<file path="src/tws_pkg.sv">
package tws_pkg;

  // ----------------------------------------------------------------
  // frame layout and counts
  // ----------------------------------------------------------------
  localparam int          START_BITS   = 3;
  localparam int          SETUP_BITS   = 4;
  localparam int          STOP_BITS    = 3;
  localparam int          FRAME_BITS   = START_BITS + SETUP_BITS + STOP_BITS;
  localparam int          WORD_BITS    = 16;
  localparam int          ACK_CLOCKS   = 2;
  localparam int          RESULT_CLKS  = 17;
  localparam int          RST_PAT_BITS = 21;
  localparam logic [4:0]  CNT_RESET    = 5'h00;
  localparam logic        DOUT_RESET   = 1'b0;

  // ----------------------------------------------------------------
  // setup codes and reset pattern, plain defaults
  // ----------------------------------------------------------------
  localparam logic [3:0]  CODE_PRESS   = 4'hA;
  localparam logic [3:0]  CODE_TEMP    = 4'h9;
  localparam logic [3:0]  CODE_CAL1    = 4'h5;
  localparam logic [3:0]  CODE_CAL2    = 4'h6;
  localparam logic [3:0]  CODE_CAL3    = 4'h3;
  localparam logic [3:0]  CODE_CAL4    = 4'hC;
  localparam logic [20:0] RESET_PAT    = 21'h155540;

  // host-driven two of the three wires, sclk and din
  typedef struct packed {
    logic sclk;
    logic din;
  } tws_link_s;

  // conversion request to the analog side
  typedef struct packed {
    logic        start;
    logic        isTemp;
  } tws_conv_s;

  typedef enum logic [2:0] {
    ST_FRAME, ST_ACK, ST_WAIT, ST_RESULT, ST_CAL
  } tws_state_e;

endpackage

</file>
<file path="src/tws_cal_rom.sv">
`timescale 1ns/1ps
module tws_cal_rom #(
  parameter logic [63:0] CAL_INIT = 64'h0123_4567_89AB_CDEF
) (
  input  wire logic       clock,
  input  wire logic [1:0] sel,
  output logic [15:0]     word
);
  // ------------------------------------------------------------
  // calibration store, registered read
  // ------------------------------------------------------------
  logic [15:0] mem [4];

  // words are packed first-word-highest
  for (genvar i = 0; i < 4; i++) begin : g_word
    assign mem[i] = CAL_INIT[63-16*i -: 16];
  end

  // registered output keeps the read path timing-clean
  always_ff @(posedge clock) begin
    word <= mem[sel];
  end
endmodule

</file>
<file path="src/tws_readout.sv">
`timescale 1ns/1ps
module tws_readout #(
  parameter logic [63:0] CAL_INIT = 64'h0123_4567_89AB_CDEF
) (
  input  wire logic               clock,
  input  wire logic               rst,
  input  wire tws_pkg::tws_link_s link,
  output logic                    dout,
  output tws_pkg::tws_conv_s      conv,
  input  wire logic               convDone,
  input  wire logic [15:0]        convData
);
  import tws_pkg::*;

  // ------------------------------------------------------------
  // pin synchronisers and edge detect
  // ------------------------------------------------------------
  logic [1:0] sclkSync_r;
  logic [1:0] dinSync_r;
  logic       sclkLast_r;
  logic       rise;

  // pins come from the host's domain: two flops before any use
  always_ff @(posedge clock) begin
    if (rst) begin
      sclkSync_r <= 2'h0;
      dinSync_r  <= 2'h0;
      sclkLast_r <= 1'b0;
    end else begin
      sclkSync_r <= {sclkSync_r[0], link.sclk};
      dinSync_r  <= {dinSync_r[0], link.din};
      sclkLast_r <= sclkSync_r[1];
    end
  end

  assign rise = sclkSync_r[1] & ~sclkLast_r;

  // ------------------------------------------------------------
  // reset pattern watcher
  // ------------------------------------------------------------
  logic [20:0] histR_r;
  logic        patHit;

  // runs in every state, so the pattern always wins
  always_ff @(posedge clock) begin
    if (rst) begin
      histR_r <= 21'h000000;
    end else if (rise) begin
      histR_r <= {histR_r[19:0], dinSync_r[1]};
    end
  end

  assign patHit = rise && ({histR_r[19:0], dinSync_r[1]} == RESET_PAT);

  // ------------------------------------------------------------
  // calibration store
  // ------------------------------------------------------------
  logic [1:0]  calSel_r;
  logic [15:0] calWord;

  tws_cal_rom #(.CAL_INIT(CAL_INIT)) u_rom (
    .clock (clock),
    .sel   (calSel_r),
    .word  (calWord)
  );

  // ------------------------------------------------------------
  // frame decode
  // ------------------------------------------------------------
  function automatic logic [2:0] decodeSetup(input logic [3:0] code);
    // {valid, kind[1:0]}: kind 0 press, 1 temp, 2 calib
    case (code)
      CODE_PRESS: decodeSetup = 3'h4;
      CODE_TEMP:  decodeSetup = 3'h5;
      CODE_CAL1, CODE_CAL2, CODE_CAL3, CODE_CAL4: decodeSetup = 3'h6;
      default:    decodeSetup = 3'h0;
    endcase
  endfunction

  function automatic logic [1:0] calIndex(input logic [3:0] code);
    case (code)
      CODE_CAL2: calIndex = 2'h1;
      CODE_CAL3: calIndex = 2'h2;
      CODE_CAL4: calIndex = 2'h3;
      default:   calIndex = 2'h0;
    endcase
  endfunction

  // ------------------------------------------------------------
  // protocol state machine
  // ------------------------------------------------------------
  tws_state_e  state_r;
  logic [4:0]  cnt_r;
  logic [15:0] shift_r;
  logic [9:0]  frame;
  logic [2:0]  dec;
  logic        ackEdge;
  logic        pend_r;
  logic        calLoad_r;
  logic        doneSync_r;
  logic        doneMeta_r;

  assign frame = {histR_r[8:0], dinSync_r[1]};
  assign dec   = decodeSetup(frame[6:3]);
  // start/stop framing around the setup code
  assign ackEdge = rise && state_r == ST_FRAME && cnt_r == 5'(FRAME_BITS - 1)
                   && frame[9:7] == 3'h7 && frame[2:0] == 3'h0 && dec[2];

  // done flag comes from the converter, treated as foreign
  always_ff @(posedge clock) begin
    if (rst) begin
      doneMeta_r <= 1'b0;
      doneSync_r <= 1'b0;
    end else begin
      doneMeta_r <= convDone;
      doneSync_r <= doneMeta_r;
    end
  end

  // one step per serial clock rise, except ST_WAIT which leaves on done; reset pattern overrides all
  always_ff @(posedge clock) begin
    if (rst) begin
      state_r  <= ST_FRAME;
      cnt_r    <= CNT_RESET;
      calSel_r <= 2'h0;
      pend_r   <= 1'b0;
    end else if (patHit) begin
      state_r <= ST_FRAME;
      cnt_r   <= CNT_RESET;
      pend_r  <= 1'b0;
    end else begin
      case (state_r)
        ST_FRAME: if (rise) begin
          if (ackEdge) begin
            cnt_r <= CNT_RESET;
            if (dec[1]) begin
              calSel_r <= calIndex(frame[6:3]);
              state_r  <= ST_CAL;
              pend_r   <= 1'b1;
            end else begin
              state_r <= ST_ACK;
            end
          end else if (cnt_r == 5'(FRAME_BITS - 1)) begin
            cnt_r <= CNT_RESET;
          end else if (cnt_r != CNT_RESET || dinSync_r[1]) begin
            cnt_r <= cnt_r + 5'h01; // hunt for start bits
          end
        end
        ST_ACK: if (rise) begin
          if (cnt_r == 5'(ACK_CLOCKS - 1)) begin
            cnt_r   <= CNT_RESET;
            state_r <= ST_WAIT;
          end else begin
            cnt_r <= cnt_r + 5'h01;
          end
        end
        ST_WAIT: if (doneSync_r) begin
          state_r <= ST_RESULT;
        end
        ST_RESULT, ST_CAL: begin
          pend_r <= 1'b0;
          if (rise) begin
            if (cnt_r == 5'(RESULT_CLKS - 1)) begin
              cnt_r   <= CNT_RESET;
              state_r <= ST_FRAME;
            end else begin
              cnt_r <= cnt_r + 5'h01; // held clock simply waits
            end
          end
        end
        default: state_r <= ST_FRAME;
      endcase
    end
  end

  // select is registered and so is the rom, so the load waits one more cycle
  always_ff @(posedge clock) begin
    if (rst) begin
      calLoad_r <= 1'b0;
    end else begin
      calLoad_r <= state_r == ST_CAL && pend_r && !patHit;
    end
  end

  // conversion request to the analog side, one cycle
  always_ff @(posedge clock) begin
    if (rst) begin
      conv <= '0;
    end else begin
      conv.start  <= ackEdge && !dec[1] && !patHit;
      conv.isTemp <= dec[0];
    end
  end

  // ------------------------------------------------------------
  // output line and shifter
  // ------------------------------------------------------------
  // data changes on serial clock rises, except the drop to 0 when the conversion is done
  always_ff @(posedge clock) begin
    if (rst) begin
      shift_r <= 16'h0000;
      dout    <= DOUT_RESET;
    end else if (patHit) begin
      dout <= DOUT_RESET;
    end else if (ackEdge && !dec[1]) begin
      dout <= 1'b1;
    end else if (state_r == ST_WAIT && doneSync_r) begin
      dout    <= 1'b0;
      shift_r <= convData;
    end else if (calLoad_r) begin
      shift_r <= calWord; // word of the new select, two cycles on
    end else if (rise && (state_r == ST_RESULT || state_r == ST_CAL)) begin
      dout    <= shift_r[15];
      shift_r <= {shift_r[14:0], 1'b0};
    end
  end
endmodule

</file>
<file path="config.mk">
export PLATFORM = sky130hd
export DESIGN_NAME = tws_readout
export DESIGN_NICKNAME = d
export VERILOG_FILES = /design/src/tws_pkg.sv /design/src/tws_cal_rom.sv /design/src/tws_readout.sv
export SDC_FILE = /design/constraint.sdc
export NUM_CORES = 1
export LEC_CHECK = 0
export BUFFER_PORTS_ARGS = -buffer_cell sky130_fd_sc_hd__buf_4
export CORE_MARGIN = 2
export CORE_UTILIZATION = 45
export DETAILED_ROUTE_END_ITERATION = 10
export GPL_TIMING_DRIVEN = 0
export PLACE_DENSITY = 0.72
export SKIP_LAST_GASP = 1
export SYNTH_ARGS = -nofsm -noshare
export SYNTH_HDL_FRONTEND = slang
export SYNTH_SLANG_ARGS = --single-unit
</file>
<file path="constraint.sdc">
create_clock -name clock -period 4.5 [get_ports clock]
set_input_delay 1.35 -clock clock [delete_from_list [all_inputs] [get_ports clock]]
set_output_delay 1.35 -clock clock [all_outputs]
set_load 0.005 [all_outputs]
</file>
==> results by group <==
Synthesis
  • Syn Nets: 386
  • Synthesized area: around 0.0031 mm2
  • Post-synth EDFFs: 0
  • Post-Syn Instances: roughly 360
  • FF+latch count, synth: 60
  • Post-synth top area share: 0.393
  • Ys flop type: dfxtp_1
  • Ys Warns: 0
  • Mean Syn Cell Area: 8.44 um2
  • Netlist cell types: approximately 50
  • Post-synthesis sequential area ratio: 0.393
  • Top cells by area, synth: dfxtp_1 (39%), a21oi_1 (7.4%), nand2_1 (6.1%)
  • Yosys top cell by area: dfxtp_1
  • Most common cell in the netlist: dfxtp_1
  • Asr flop ratio synth: 0
  • List of most frequent post-synthesis cells: dfxtp_1 (60), nand2_1 (50), a21oi_1 (45), nor2_1 (41), nor2b_1 (25)

STA
  • Clock Skews: 0.00489 ns
  • Max Fclk: around 380 MHz
  • Final setup viols: 0
  • Final Hold Viols: 0
  • Setup TNS: 0 ns
  • Period utilisation layout: 0.578
  • Final Max Tran Viols: 0
  • Slew HR: 0.468
  • Final worst slack: around 1.9 ns
  • RSZ-0062 raised after global routing: false
  • Slew @ Worst Pin: 0.793 ns
  • Min cycle time layout: 2.60 ns

Place
  • PortBufs: 22
  • Placer Congestion: 0.843
  • Pre-CTS setup slack: approximately 1.7 ns
  • Post-detail-place hpwl: 4520 um
  • Placed Area: between 0.003 and 0.004 mm2

Clocking
  • Clock Path Buffers: 2
  • Clk_lat worst skew: 0.35 ns
  • Num CTS Buffers: 9
  • Setup Fix Bufs, Post-CTS: 0
  • PostCTS Resize Cnt: 0
  • Root buffer cell: clkbuf_8
  • CTS tree: done
  • H-tree depth: 3
  • CTS Hold Buffers Added: 0
  • Clock sink total: 60
  • Reg clk slew, reported paths: 0.07 ns

Floorplanning
  • FP Rows: 30
  • Die Wd: between 80 and 90 um
  • Num ports: 24
  • Die ar.: approximately 0.0075 mm2
  • Initial Util: 0.457
  • Die H: about 86 um
  • Core area: between 0.006 and 0.007 mm2

Flow run
  • Max cap viols: 0

Layout
  • Post-route cell area: 0.00350 mm2
  • Register area: 0.00120 mm2
  • Diodes inserted: 0
  • Synth-to-layout area growth: 14.5%
  • Fillcell total: about 650
  • NumNets Final: approximately 420
  • Layout cells sized above 1: 0.163
  • Fin util: 0.523
  • Area of the multi-input gates: approximately 0.0017 mm2

Drt
  • Vias per inst: roughly 5.4
  • Post-Route WL: roughly 6500 um
  • Vias after detailed routing: between 2000 and 3000
  • Detail Route Antenna Nets: 0
  • # DRC: 0
  • Routed WL per cell: ~14 um
  • Iter 0 DRT Violations: ~160
  • Initial DRT Pass Iterations: 4

Power and ir drop
  • Power density cells: a little under 300 mW/mm2
  • Total power: approximately 1000 uW
  • Worst vdd ir: 246 uV
  • Pleak: roughly 0.0013 uW

Global routing
  • All-Layer GR Usage: 0.183
  • Largest net degree at the start of global routing: 13
  • Antenna violations before repair: 0
  • Vias in the first global route: roughly 2400
  • Total global routing overflow: 0
  • First-pass GRT wire length: between 10000 and 15000 um

Worst setup path
  • Worst endpoint required time: approximately 4.7 ns
  • Crit. End Element: flip-flop
  • Register-to-Register Path Depth: 7
  • Crit Path Category: flip-flop to flip-flop
  • Crit path launch type: flip-flop
  • Worst Path Arrival: 2.84 ns
  • Critical-path maximum fanout: 10

Outcome
  • Run status: complete, no violations

Worst hold path
  • Worst hold path class: flip-flop to flip-flop
  • Hold Path Depth: 0
-- worst paths after layout --
kind	from	endpoint	slack, ns
worst max register to register	cnt_r[0]	shift_r[5]	1.90
worst min register to register	calSel_r[1]	u_rom.word[11]	0.35
worst min-delay path	calSel_r[1]	u_rom.word[11]	0.35
worst max-delay path	cnt_r[0]	shift_r[5]	1.90
-- layout make-up --
type                    instances  share of cell area
repair buffers                 22              0.0472
well taps                      80              0.0286
clock buffers                   9              0.0354
flip-flops and latches         60               0.343
multi-input cells             271               0.492
inverters                       3             0.00322
plain buffers                  28              0.0354
clock inverters                 7              0.0150
-- metrics by stage --
stage | instances | hold WS, ns
5_1_grt | 480 | 0.365
6_report | 480 | 0.355
3_5_place_dp | 464 | 0.343
2_1_floorplan | 362 | 0.331
3_3_place_gp | 464 | 0.337
4_1_cts | 480 | 0.356
-- layout by cell type (no fill, tap or decap), types with 3 or more instances in the layout --
master / instances
inv_1: 3
a211oi_1: 3
nand2_1: 50
mux2i_1: 13
nand2b_1: 7
mux2_2: 6
mux2_4: 10
nor2_1: 41
dfxtp_1: 60
ha_1: 3
nor3b_1: 8
and3_1: 3
a31oi_1: 3
clkbuf_8: 9
nand3_1: 9
buf_4: 22
clkbuf_1: 24
o21ai_0: 5
nor2b_1: 25
nor4bb_1: 4
a21oi_1: 45
clkinvlp_4: 4
-- flip-flops by register name, indices dropped and copies added, names as in the netlist --
signal	cells
calLoad_r	1
calSel_r	2
cnt_r	5
conv	2
dinSync_r	2
doneMeta_r	1
doneSync_r	1
dout	1
histR_r	20
pend_r	1
sclkLast_r	1
sclkSync_r	2
shift_r	16
state_r	3
u_rom.word	2
-- report_power, final --
group	leakage, uW	switching [uW]	internal, uW
clock network	0.0000779	232	201
logic	0.000740	22.5	17.2
registers	0.000484	1.58	534
total	0.00130	257	751
-- critical path, stage by stage, from the launching register on --
cell       delay (ns)
dfxtp_1          0.40
ha_1             0.16
nor3b_1          0.61
nand4bb_4        0.18
a211o_1          0.30
o211ai_4         0.33
buf_12           0.20
mux2_4           0.30
-- cells by family after synthesis --
kind of cell	synth area share
compound gates	0.147
xor+xnor	0.00860
fa+ha+maj	0.0123
buf+inv	0.0442
flops	0.393
mux	0.114
simple gates	0.281
-- layer usage --
metal,vias to the layer above,share of wire,track usage
li1,1307,-,-
met1,1207,0.48,0.232
met2,45,0.46,0.294
met3,12,0.042,0.0495
met4,0,0.018,0.0753
met5,-,0,0
Note: power is estimated with default switching activity, not from simulation.
